[config.mk]
export PLATFORM = sky130hd
export DESIGN_NAME = aao_core
export DESIGN_NICKNAME = d
export VERILOG_FILES = /design/src/core/aao_pkg.sv /design/src/core/aao_core.sv
export VERILOG_INCLUDE_DIRS = /design/src /design/src/core
export SDC_FILE = /design/constraint.sdc
export NUM_CORES = 1
export LEC_CHECK = 0
export BUFFER_PORTS_ARGS = -buffer_cell sky130_fd_sc_hd__buf_2
export CAP_MARGIN = 5
export CORE_MARGIN = 2
export CORE_UTILIZATION = 30
export DETAILED_ROUTE_END_ITERATION = 8
export PLACE_DENSITY_LB_ADDON = 0.15
export SETUP_SLACK_MARGIN = 0.3
export SYNTH_ARGS = -nofsm -noshare
export SYNTH_HDL_FRONTEND = slang
export SYNTH_SLANG_ARGS = --single-unit
[constraint.sdc]
create_clock -name hclk -period 6.6 [get_ports hclk]
set_input_delay 0.66 -clock hclk [delete_from_list [all_inputs] [get_ports hclk]]
set_output_delay 0.66 -clock hclk [all_outputs]
set_load 0.02 [all_outputs]
[src/core/aao_cfg.svh]
// Constants for the accumulator add/AND datapath: register offsets, fields, codes, reset values.
// Assumes a single AHB-Lite slave decoding the low byte of haddr.
`ifndef AAO_CFG_SVH
`define AAO_CFG_SVH

// ==========================================
// Register byte offsets
`define AAO_OFF_ACC 8'h00
`define AAO_OFF_STATUS 8'h04
`define AAO_OFF_CMD 8'h08
`define AAO_MEM_SEL 2'b01

// ==========================================
// Command word fields
`define AAO_CMD_OP_HI 1
`define AAO_CMD_OP_LO 0
`define AAO_CMD_IDX_HI 7
`define AAO_CMD_IDX_LO 4
`define AAO_CMD_IMM_HI 15
`define AAO_CMD_IMM_LO 8

// ==========================================
// Operation codes
`define AAO_OP_ADD_MEM 2'h0
`define AAO_OP_ANDA 2'h1
`define AAO_OP_ANDI 2'h2
`define AAO_OP_AND_MEM 2'h3

// ==========================================
// Status flag bit positions
`define AAO_FLG_C 0
`define AAO_FLG_AUX 1
`define AAO_FLG_Z 2
`define AAO_FLG_OVF 3
`define AAO_FLG_SIGN 4

// ==========================================
// Reset values
`define AAO_RST_ACC 8'h00
`define AAO_RST_FLAGS 5'h00
`define AAO_RST_CMD 16'h0000
`define AAO_RST_BYTE 8'h00
`define AAO_RST_WORD 32'h0000_0000
`define AAO_HI_ZERO 24'h00_0000

`endif

[src/core/aao_pkg.sv]
// Types shared by the accumulator add/AND datapath.
// Assumes aao_cfg.svh is compiled alongside.
package aao_pkg;

    // ==========================================
    // Bus data phase tracking
    typedef enum logic [1:0] {
        PH_IDLE,
        PH_WRITE,
        PH_RWAIT,
        PH_RDONE
    } aao_ph_e;

    // ==========================================
    // Whole state of the block
    typedef struct packed {
        aao_ph_e ph;
        logic hit;
        logic [7:0] addr;
        logic [7:0] acc;
        logic [4:0] flags;
        logic [15:0] cmd;
        logic [15:0][7:0] mem;
        logic [31:0] rdata;
    } aao_state_s;

endpackage : aao_pkg

[src/core/aao_core.sv]
// Accumulator, status flags and a 16-byte data memory with add/AND operations, behind AHB-Lite.
// Assumes one AHB-Lite master, single word transfers, hclk 40 MHz, hresetn asynchronous active low.
// Function
// - Add-to-memory sums the accumulator and the addressed memory byte and writes the sum into that byte.
// - Add-to-memory takes the accumulator and the memory byte as addends and updates overflow, zero, aux carry, carry and signed carry.
// - AND-memory-into-accumulator forms the bitwise AND of the accumulator and the addressed memory byte.
// - AND-memory-into-accumulator writes the accumulator, leaves memory unchanged and touches only the zero flag.
// - AND-immediate ANDs the accumulator with the immediate, writes the accumulator and touches only the zero flag.
// - The AND operations aimed at the accumulator store their result in the accumulator register.
// - AND-to-memory ANDs the addressed memory byte with the accumulator and stores the result in that byte.
//
// Implementation choices: the placing of the registers and the AHB-Lite slave port.
`include "aao_cfg.svh"

module aao_core
    import aao_pkg::*;
(
    input wire logic hclk,
    input wire logic hresetn,
    input wire logic hsel,
    input wire logic [31:0] haddr,
    input wire logic [1:0] htrans,
    input wire logic hwrite,
    input wire logic [2:0] hsize,
    input wire logic [31:0] hwdata,
    input wire logic hready,
    output logic hreadyout,
    output logic hresp,
    output logic [31:0] hrdata
);

    aao_state_s st_reg;
    aao_state_s st_next;

    logic exec;
    logic [1:0] op;
    logic [3:0] idx;
    logic [7:0] imm;
    logic [7:0] mbyte;
    logic [8:0] sum9;
    logic [4:0] lo5;
    logic [7:0] lo8;
    logic [7:0] and_m;
    logic [7:0] and_i;
    logic [7:0] res;
    logic ovf;
    logic [31:0] rd_mux;

    // ==========================================
    // Operands and arithmetic
    assign op = hwdata[`AAO_CMD_OP_HI:`AAO_CMD_OP_LO];
    assign idx = hwdata[`AAO_CMD_IDX_HI:`AAO_CMD_IDX_LO];
    assign imm = hwdata[`AAO_CMD_IMM_HI:`AAO_CMD_IMM_LO];
    assign mbyte = st_reg.mem[idx];
    assign sum9 = {1'b0, st_reg.acc} + {1'b0, mbyte};
    assign lo5 = {1'b0, st_reg.acc[3:0]} + {1'b0, mbyte[3:0]};
    assign lo8 = {1'b0, st_reg.acc[6:0]} + {1'b0, mbyte[6:0]};
    // Carry into bit 7 against carry out of bit 7
    assign ovf = lo8[7] ^ sum9[8];
    assign and_m = st_reg.acc & mbyte;
    assign and_i = st_reg.acc & imm;
    // A command runs in the data phase of a write to CMD, so hwdata carries it
    assign exec = (st_reg.ph == PH_WRITE) && st_reg.hit && (st_reg.addr == `AAO_OFF_CMD);

    always_comb begin
        unique case (op)
            `AAO_OP_ADD_MEM: res = sum9[7:0];
            `AAO_OP_ANDI: res = and_i;
            default: res = and_m;
        endcase
    end

    // ==========================================
    // Read multiplexer
    always_comb begin
        rd_mux = `AAO_RST_WORD;
        if (st_reg.hit) begin
            if (st_reg.addr == `AAO_OFF_ACC) begin
                rd_mux = {`AAO_HI_ZERO, st_reg.acc};
            end else if (st_reg.addr == `AAO_OFF_STATUS) begin
                rd_mux = {27'h000_0000, st_reg.flags};
            end else if (st_reg.addr == `AAO_OFF_CMD) begin
                rd_mux = {16'h0000, st_reg.cmd};
            end else if (st_reg.addr[7:6] == `AAO_MEM_SEL) begin
                rd_mux = {`AAO_HI_ZERO, st_reg.mem[st_reg.addr[5:2]]};
            end
        end
    end

    // ==========================================
    // Next state
    always_comb begin
        st_next = st_reg;
        if (exec) begin
            st_next.cmd = hwdata[15:0];
            st_next.flags[`AAO_FLG_Z] = (res == 8'h00);
            unique case (op)
                `AAO_OP_ADD_MEM: begin
                    st_next.mem[idx] = sum9[7:0];
                    st_next.flags[`AAO_FLG_C] = sum9[8];
                    st_next.flags[`AAO_FLG_AUX] = lo5[4];
                    st_next.flags[`AAO_FLG_OVF] = ovf;
                    // Signed carry is the true sign of the nine-bit signed sum
                    st_next.flags[`AAO_FLG_SIGN] = ovf ^ sum9[7];
                end
                // The AND forms leave every flag but zero alone
                `AAO_OP_ANDA: st_next.acc = and_m;
                `AAO_OP_ANDI: st_next.acc = and_i;
                `AAO_OP_AND_MEM: st_next.mem[idx] = and_m;
            endcase
        end else if ((st_reg.ph == PH_WRITE) && st_reg.hit) begin
            if (st_reg.addr == `AAO_OFF_ACC) begin
                st_next.acc = hwdata[7:0];
            end else if (st_reg.addr == `AAO_OFF_STATUS) begin
                st_next.flags = hwdata[4:0];
            end else if (st_reg.addr[7:6] == `AAO_MEM_SEL) begin
                st_next.mem[st_reg.addr[5:2]] = hwdata[7:0];
            end
        end
        // One wait state on reads so a write just before is always seen
        if (st_reg.ph == PH_RWAIT) begin
            st_next.rdata = rd_mux;
            st_next.ph = PH_RDONE;
        end else if (hsel && hready && htrans[1]) begin
            st_next.addr = haddr[7:0];
            st_next.hit = (haddr[31:8] == `AAO_HI_ZERO);
            st_next.ph = hwrite ? PH_WRITE : PH_RWAIT;
        end else begin
            st_next.ph = PH_IDLE;
        end
    end

    always_ff @(posedge hclk or negedge hresetn) begin
        if (!hresetn) begin
            st_reg.ph <= PH_IDLE;
            st_reg.hit <= 1'b0;
            st_reg.addr <= `AAO_RST_BYTE;
            st_reg.acc <= `AAO_RST_ACC;
            st_reg.flags <= `AAO_RST_FLAGS;
            st_reg.cmd <= `AAO_RST_CMD;
            st_reg.mem <= '0;
            st_reg.rdata <= `AAO_RST_WORD;
        end else begin
            st_reg <= st_next;
        end
    end

    assign hreadyout = (st_reg.ph != PH_RWAIT);
    assign hresp = 1'b0;
    assign hrdata = st_reg.rdata;
endmodule : aao_core

==> flow_metrics.py, run 1 <==
metrics = {
    "logic_synthesis": {
        "ys_seq_area_frac": 0.403,
        "syn_avg_cell_area_um2": 10.7,
        "ys_warn_count": 0,
        "yosysMostFrequentCell": "dfrtp_1",
        "yosysUniqueCellTypes": 72,
        "ys_top_cells_by_count": "dfrtp_1 (184), nand2_1 (132), a22o_1 (86)",
        "synth_seq_cells": 184,
        "yosys_most_used_dff": "dfrtp_1",
        "synth_edf_count": 0,
        "synth_area_um2": 11400,
        "synth.area.top_cells": "dfrtp_1 (40%), mux4_2 (16%), a22o_1 (6.6%), nand2_1 (4.3%), o22ai_1 (4.0%)",
        "synthArstFlopShare": 1.00,
        "synth_top_area_cell": "dfrtp_1",
        "syn_inst": 1067,
        "yosysTopAreaCellShare": 0.403,
    },
    "layout": {
        "layout.area.seq_um2": 4610,
        "drive_gt1_frac": 0.217,
        "fillers": 3874,
        "largest_reg_flops": 168,
        "diodes": 0,
        "multi_input_area_um2": 6200,
        "fin_nets": 1155,
        "syn2layout_area_growth_pct": 10.5,
    },
    "die": {
        "die_w_um": 199,
        "die_y_um": 199,
        "design.core.area_um2": 37600,
        "die_area_um2": 39700,
        "ioPinCount": 108,
        "start_util": 0.304,
        "rows": 71,
    },
    "pwr": {
        "finalPower_uw": 2930,
        "p_leak_uw": 0.00508,
        "power_density_nw_per_um2": 232,
        "peakVddDrop_mv": 0.173,
    },
    "clock_tree": {
        "hold_buffers": 0,
        "root_buffer": "clkbuf_16",
        "htreeDepth": 4,
        "cts_tree": "built",
        "cts_num_sinks": 184,
        "path_clk_slew_ns": 0.07,
        "clock_latency_ns": 0.46,
        "numCtsBuffers": 17,
        "cts_setup_buffers": 0,
        "cts.path.max_buffers": 2,
        "cts_resized": 0,
    },
    "timing": {
        "rsz0062_at_grt": "false",
        "fmax_ghz": 0.220,
        "fin_setup_tns_ns": 0,
        "period_needed_ns": 4.55,
        "setup_viol": 0,
        "setup_slack_ns": 2.05,
        "slew_violations": 0,
        "finalCritPeriodShare": 0.689,
        "timing.hold.ws_ns": 0.359,
        "worst_slew_pin_slew_ns": 0.984,
        "slew_headroom": 0.340,
        "clock_skew_ns": 0.0198,
        "hold_viol": 0,
    },
    "setup_path": {
        "arrival_ns": 4.86,
        "critPathLaunch": "hwdata[4]",
        "rrSetupSlack_ns": 2.50,
        "path_cells": "buf_2 > buf_4 > mux4_2 > mux4_2 > ha_1 > a211oi_4 > o21bai_2 > or4_1 > a41oi_2 > nand2b_2 > o221ai_1",
        "end_kind": "flip-flop",
        "cp_top_family": "multiplexers",
        "crit_path_frequent_cell": "mux4_2",
        "path_max_fanout": 18,
        "reg2reg_from": "st_reg[88]$_DFFE_PN0P_",
        "crit_required_ns": 6.91,
        "worst-path-buf-inv": 2,
        "critical_path_class": "input pin to flip-flop",
        "crit_path_top_delay_cell": "mux4_2",
        "cpPeakStageDelay_ns": 0.60,
        "startpoint_type": "input pin",
    },
    "global_route": {
        "grt.total_usage": 0.209,
        "grt_max_degree": 112,
        "grt_pass1_vias": 9404,
        "grt_pass1_wl_um": 61400,
        "antenna_found_initial": 0,
        "grt.overflow.total": 0,
    },
    "route": {
        "vias": 9220,
        "ant_nets": 0,
        "drc": 0,
        "wl_per_cell_um": 24.8,
        "via_per_inst": 5.78,
        "first_iter_violations": 621,
        "drt_wl_total_um": 39600,
        "firstDrtPassIters": 5,
    },
    "placement": {
        "hpwlAfterDp_um": 28300,
        "pre_cts_slack_ns": 1.57,
        "numPortBuffers": 70,
        "gp_congestion": 0.821,
    },
    "run_status": {
        "status": "completed",
    },
    "flow_run": {
        "drv_cap": 0,
    },
    "worst_hold_path": {
        "hold_path.class": "input pin to async pin",
    },
}
cells by family (layout without fill, tap and decap cells):
| group | Yosys count | count (layout) | share of synthesized area |
|---|---|---|---|
| AND/OR/NAND/NOR | 258 | 258 | 0.106 |
| multiplexers | 108 | 108 | 0.184 |
| flip-flops | 184 | 184 | 0.403 |
| other | 1 | 17 | 0.000328 |
| AO/OA/AOI/OAI | 365 | 365 | 0.232 |
| XOR/XNOR | 6 | 6 | 0.00460 |
| adder cells (fa/ha/maj) | 9 | 9 | 0.0105 |
| buffers and inverters | 136 | 137 | 0.0602 |
stage by stage:
step / utilization / instance area [µm²] / cells
floorplan: - / 11500 / 1083
global placement: 0.320 / 12000 / 1564
detailed placement: 0.320 / 12000 / 1564
CTS: 0.336 / 12600 / 1595
global route: 0.336 / 12600 / 1595
finish: 0.336 / 12600 / 1595
cell type report:
class,count,share of cell area
Sequential cell,184,0.365
Timing Repair Buffer,88,0.0392
Multi-Input combinational cell,763,0.491
Clock buffer,19,0.0351
Clock inverter,12,0.0132
Inverter,18,0.00535
Tap cell,511,0.0506
cells in the final DEF, fill, tap and decap left out, drive strengths merged, types with 17 or more instances in the layout:
cell type and instances:
dfrtp 184, nand2 132, buf 87, a22o 86, mux4 80, o22ai 73
o21ai 72, nor2 34, a21oi 32, clkbuf 20, a22oi 19, inv 19
nand2b 18, conb 17
per-layer routing:
| layer | track usage | wire length (µm) | vias up |
|---|---|---|---|
| met4 | 0.0517 | 483 | 0 |
| met1 | 0.297 | 18600 | 4821 |
| li1 | - | - | 4113 |
| met3 | 0.0263 | 1570 | 31 |
| met2 | 0.336 | 19000 | 255 |
| met5 | 0 | 0 | - |
worst register-to-register path, delay by kind of cell (launching register included):
family          cells  cell delay, ns
flops               1            0.40
fa+ha+maj           2            0.83
mux                 3            1.39
compound gates      3            0.77
xor+xnor            1            0.14
simple gates        1            0.43
worst paths after layout:
| path | endpoint | cells past startpoint |
|---|---|---|
| worst min register to register | st_reg[170]$_DFFE_PN0P_ | 2 |
| min in group hclk | st_reg[173]$_DFFE_PN0P_ | 3 |
| worst min-delay path | hrdata[12]$_DFFE_PN0P_ | 1 |
| max in group asynchronous | st_reg[102]$_DFFE_PN0P_ | 2 |
| worst max register to register | st_reg[94]$_DFFE_PN0P_ | 10 |
| worst max-delay path | st_reg[39]$_DFFE_PN0P_ | 11 |
power by group:
group / internal, µW / switching [µW]
clock network: 610 / 498
logic: 205 / 415
registers: 1150 / 47.3
(Power assumes the default switching activity.)
==> run 2, diff against run 1 <==
clock period = 4.1 ns   (was 6.6 ns; I/O delays follow)
==> run 2 against run 1 <==
Net effect:
- clock power up 51%
- count of clock-buffer cells in the layout stayed put
- cell area grew 3.0%
- via count increased by 2.0%
- critical path type is now flip-flop to flip-flop
==> flow_metrics.py, run 2 (synthesis results as in run 1) <==
metrics = {
    "die": {
        "start_util": 0.304,
        "design.core.area_um2": 37600,
        "rows": 71,
        "die_y_um": 199,
        "die_w_um": 199,
        "die_area_um2": 39700,
        "ioPinCount": 108,
    },
    "route": {
        "drt_wl_total_um": 40300,
        "via_per_inst": 5.75,
        "firstDrtPassIters": 5,
        "wl_per_cell_um": 24.7,
        "ant_nets": 0,
        "vias": 9404,
        "first_iter_violations": 713,
        "drc": 0,
    },
    "timing": {
        "setup_viol": 0,
        "fin_setup_tns_ns": 0,
        "hold_viol": 0,
        "period_needed_ns": 3.67,
        "slew_violations": 0,
        "rsz0062_at_grt": "false",
        "slew_headroom": 0.339,
        "finalCritPeriodShare": 0.896,
        "fmax_ghz": 0.272,
        "clock_skew_ns": 0.0185,
        "worst_slew_pin_slew_ns": 0.984,
    },
    "global_route": {
        "grt_pass1_vias": 9563,
        "grt_pass1_wl_um": 62000,
        "grt_max_degree": 91,
        "grt.total_usage": 0.211,
        "grt.overflow.total": 0,
        "antenna_found_initial": 0,
    },
    "pwr": {
        "p_leak_uw": 0.00531,
        "power_density_nw_per_um2": 357,
        "peakVddDrop_mv": 0.275,
    },
    "layout": {
        "final_cell_mix": "dfrtp_1 (182), nand2_1 (132), a22o_1 (86), mux4_2 (80), o22ai_1 (73)",
        "largest_reg_flops": 168,
        "stdcell_count": 1636,
        "syn2layout_area_growth_pct": 13.8,
        "fillers": 3827,
        "drive_gt1_frac": 0.248,
        "fin_nets": 1195,
        "diodes": 0,
        "layout_commonest_cell": "dfrtp_1",
        "fin_util": 0.346,
    },
    "clock_tree": {
        "cts_resized": 0,
        "cts_num_sinks": 184,
        "clock_latency_ns": 0.45,
        "cts.path.max_buffers": 2,
        "htreeDepth": 4,
        "hold_buffers": 0,
        "cts_setup_buffers": 0,
        "numCtsBuffers": 17,
        "cts_tree": "built",
        "root_buffer": "clkbuf_16",
        "path_clk_slew_ns": 0.08,
    },
    "setup_path": {
        "path_max_fanout": 5,
        "arrival_ns": 4.05,
        "crit_required_ns": 4.47,
        "critical_path_class": "flip-flop to flip-flop",
        "end_kind": "flip-flop",
        "startpoint_type": "flip-flop",
    },
    "flow_run": {
        "drv_cap": 0,
    },
    "run_status": {
        "status": "completed",
    },
    "placement": {
        "hpwlAfterDp_um": 29500,
        "numPortBuffers": 70,
        "dp_cells": 1604,
        "gp_congestion": 0.869,
    },
    "worst_hold_path": {
        "hold_path.class": "input pin to async pin",
    },
}
-- run 2: cell count changes in the layout (fill, tap and decap cells not counted), sizes merged --
cell	change
inv	+1
bufinv	-3
clkinvlp	-3
buf	+40
clkinv	+6
-- run 2: final cells by class --
type                    instances  area [µm²]  share of cell area
clock buffers                  19         453              0.0349
clock inverters                13         135              0.0104
inverters                      18        67.6             0.00520
multi-input cells             763        6210               0.478
flip-flops and latches        184        4610               0.355
well taps                     511         639              0.0492
repair buffers                128         882              0.0679
-- run 2: where the power goes --
part | total (µW) | internal [µW] | switching (µW) | leakage, µW
Combinational | 1060 | 354 | 706 | 0.00260
Clock | 1680 | 840 | 836 | 0.000285
Sequential | 1910 | 1860 | 49.6 | 0.00242
-- run 2: worst max-delay path, stage by stage, from the launching register on --
cell and delay, ns:
dfrtp_1 0.40, mux4_2 0.53, mux4_2 0.54, ha_2 0.21, fa_1 0.47, xor2_1 0.23
mux2i_1 0.15, buf_4 0.20, or2_1 0.34, o311a_1 0.39, a21oi_1 0.12
-- run 2: per-stage QoR --
step	area (µm²)	power, µW	hold slack [ns]	setup WS, ns
2_1_floorplan	11500	2610	0.114	0.301
3_5_place_dp	12400	3000	0.465	0.0621
6_report	13000	4640	0.00321	0.425
3_3_place_gp	12400	3000	0.462	0.0658
5_1_grt	13000	4830	0.0631	0.318
4_1_cts	13000	4670	0.0649	0.444
-- run 2: final timing paths --
check                                             start  slack (ns)  cells after the start                       to
worst max-delay path             st_reg[88]$_DFFE_PN0P_        0.43                     10  st_reg[114]$_DFFE_PN0P_
worst min-delay path                            hresetn       0.003                      1   hrdata[10]$_DFFE_PN0P_
worst max register to register   st_reg[88]$_DFFE_PN0P_        0.43                     10  st_reg[114]$_DFFE_PN0P_
worst min register to register  st_reg[163]$_DFFE_PN0P_        0.48                      2  st_reg[163]$_DFFE_PN0P_
max in group asynchronous                       hresetn        3.18                      2   st_reg[36]$_DFFE_PN0P_
min in group hclk                                hwrite        0.17                      2    st_reg[199]$_DFF_PN0_
-- run 2: per-layer routing --
| metal | vias up | wire length [µm] | GRT usage |
|---|---|---|---|
| li1 | 4206 | - | - |
| met1 | 4871 | 18600 | 0.304 |
| met2 | 292 | 19200 | 0.336 |
| met3 | 35 | 1960 | 0.0280 |
| met4 | 0 | 607 | 0.0528 |
| met5 | - | 0 | 0 |
==> run 3, diff against run 2 <==
RECOVER_POWER = 100   (was unset)
==> run 3 against run 2 <==
Net effect:
- the run now ends with capacitance limit, slew limit left
- global-route usage stayed put
- combinational power about the same
- count of clock-buffer cells in the layout unchanged
- sequential power about the same
- core utilization down 0.31 points
- non-clock buffer count unchanged
- via count decreased by 0.21%
- sequential share of layout area up 0.31 points
- cell area down 0.90%
- setup slack got worse by 0.14 ns
- power hardly changed
- largest cell class unchanged
==> flow_metrics.py, run 3 (synthesis results as in run 1) <==
metrics = {
    "clock_tree": {
        "cts_num_sinks": 184,
        "cts_setup_buffers": 0,
        "clock_latency_ns": 0.45,
        "numCtsBuffers": 17,
        "cts_tree": "built",
        "path_clk_slew_ns": 0.08,
        "cts.path.max_buffers": 2,
        "root_buffer": "clkbuf_16",
        "htreeDepth": 4,
        "cts_resized": 0,
        "hold_buffers": 0,
    },
    "setup_path": {
        "arrival_ns": 4.13,
        "crit_required_ns": 4.42,
        "reg2reg_from": "st_reg[88]$_DFFE_PN0P_",
        "path_cells": "clkbuf_2 > clkbuf_2 > mux4_2 > mux4_2 > ha_1 > buf_4 > a21o_1 > a221oi_2 > xnor2_1 > mux2_1 > nand2_1 > buf_12 > o21ai_0",
        "crit_path_top_delay_cell": "mux4_2",
        "end_kind": "flip-flop",
        "cpPeakStageDelay_ns": 0.56,
        "startpoint_type": "input pin",
        "critPathLaunch": "hwdata[5]",
        "critical_path_class": "input pin to flip-flop",
        "path_max_fanout": 14,
    },
    "timing": {
        "rsz0062_at_grt": "false",
        "clock_skew_ns": 0.0191,
        "hold_viol": 0,
        "setup_viol": 0,
        "fin_setup_tns_ns": 0,
        "fmax_ghz": 0.262,
        "period_needed_ns": 3.81,
        "slew_headroom": -0.678,
        "worst_slew_pin_slew_ns": 2.52,
        "timing.hold.ws_ns": 0.167,
        "setup_slack_ns": 0.287,
        "slew_violations": 165,
        "finalCritPeriodShare": 0.930,
    },
    "die": {
        "design.core.area_um2": 37600,
        "ioPinCount": 108,
        "die_w_um": 199,
        "die_y_um": 199,
        "rows": 71,
        "die_area_um2": 39700,
        "start_util": 0.304,
    },
    "global_route": {
        "antenna_found_initial": 0,
        "grt_max_degree": 91,
        "grt.overflow.total": 0,
        "grt_pass1_vias": 9563,
        "grt_pass1_wl_um": 62000,
        "grt.total_usage": 0.211,
    },
    "route": {
        "via_per_inst": 5.74,
        "wl_met2_um": 19400,
        "ant_nets": 0,
        "wl_per_cell_um": 24.7,
        "route.met3.wl_um": 1810,
        "wl_met1_um": 18600,
        "highest_layer": "met4",
        "drc": 0,
        "firstDrtPassIters": 5,
        "drt_wl_total_um": 40500,
        "first_iter_violations": 751,
        "vias": 9384,
    },
    "layout": {
        "syn2layout_area_growth_pct": 12.8,
        "fin_nets": 1195,
        "drive_gt1_frac": 0.220,
        "final_cell_mix": "dfrtp_1 (183), nand2_1 (132), a22o_1 (86), mux4_2 (80), o22ai_1 (73)",
        "layout_commonest_cell": "dfrtp_1",
        "diodes": 0,
        "largest_reg_flops": 168,
        "fillers": 3856,
    },
    "flow_run": {
        "drv_cap": 2,
    },
    "placement": {
        "gp_congestion": 0.869,
        "pre_cts_slack_ns": 0.0621,
        "hpwlAfterDp_um": 29500,
        "numPortBuffers": 70,
    },
    "run_status": {
        "status": "finished with violations",
        "violations": "capacitance limit, slew limit",
    },
    "pwr": {
        "p_leak_uw": 0.00520,
        "peakVddDrop_mv": 0.275,
        "power_density_nw_per_um2": 360,
    },
    "worst_hold_path": {
        "hold_path.class": "input pin to flip-flop",
        "hold_path.startpoint": "hwrite",
    },
}
## run 3: changes by cell type in the layout (fill, tap and decap cells not counted), moves of 2 or more
cell      before  now
buf_4         51   40
o21ai_1       17   12
clkbuf_2       0    6
a21o_4         5    3
clkbuf_1       0   23
o21ai_0       55   60
a21o_1         8   10
buf_2         69   52
## run 3: cell type report
cell class	instances	area, µm²	area share
Multi-Input combinational cell	763	6170	0.479
Sequential cell	184	4610	0.358
Timing Repair Buffer	128	805	0.0625
Tap cell	511	639	0.0496
Clock buffer	19	453	0.0352
Clock inverter	13	135	0.0105
Inverter	18	67.6	0.00525
## run 3: path summary, 6_finish.rpt
kind                                                 to  slack, ns  cells after the start
max in group asynchronous       st_reg[104]$_DFFE_PN0P_       0.98                      2
worst max-delay path             st_reg[94]$_DFFE_PN0P_       0.29                     13
worst max register to register   st_reg[90]$_DFFE_PN0P_       0.32                     11
min in group asynchronous        hrdata[10]$_DFFE_PN0P_       0.69                      1
worst min-delay path              st_reg[199]$_DFF_PN0_       0.17                      2
worst min register to register  st_reg[163]$_DFFE_PN0P_       0.48                      2
## run 3: layer usage
| layer | global-route usage | vias to the layer above |
|---|---|---|
| li1 | - | 4208 |
| met1 | 0.304 | 4889 |
| met2 | 0.336 | 255 |
| met3 | 0.0280 | 32 |
| met4 | 0.0528 | 0 |
| met5 | 0 | - |
## run 3: metrics by stage
stage / total power (µW) / std cells / utilization / cell area, µm²
after detailed placement: 3000 / 1604 / 0.330 / 12400
final: 4640 / 1636 / 0.343 / 12900
after floorplan: 2610 / 1083 / - / 11500
after CTS: 4670 / 1636 / 0.346 / 13000
after global routing: 4830 / 1636 / 0.343 / 12900
after global placement: 3000 / 1604 / 0.330 / 12400
## run 3: power by group
part / total (µW) / internal, µW / switching, µW
Clock: 1680 / 840 / 840
Sequential: 1900 / 1860 / 48.9
Combinational: 1050 / 352 / 702
## run 3: critical path: cells and delay by family
family / cells / cell delay, ns
adder cells (fa/ha/maj): 1 / 0.30
AND/OR/NAND/NOR: 1 / 0.14
XOR/XNOR: 1 / 0.13
AO/OA/AOI/OAI: 3 / 0.60
buffers and inverters: 4 / 1.19
multiplexers: 3 / 1.36
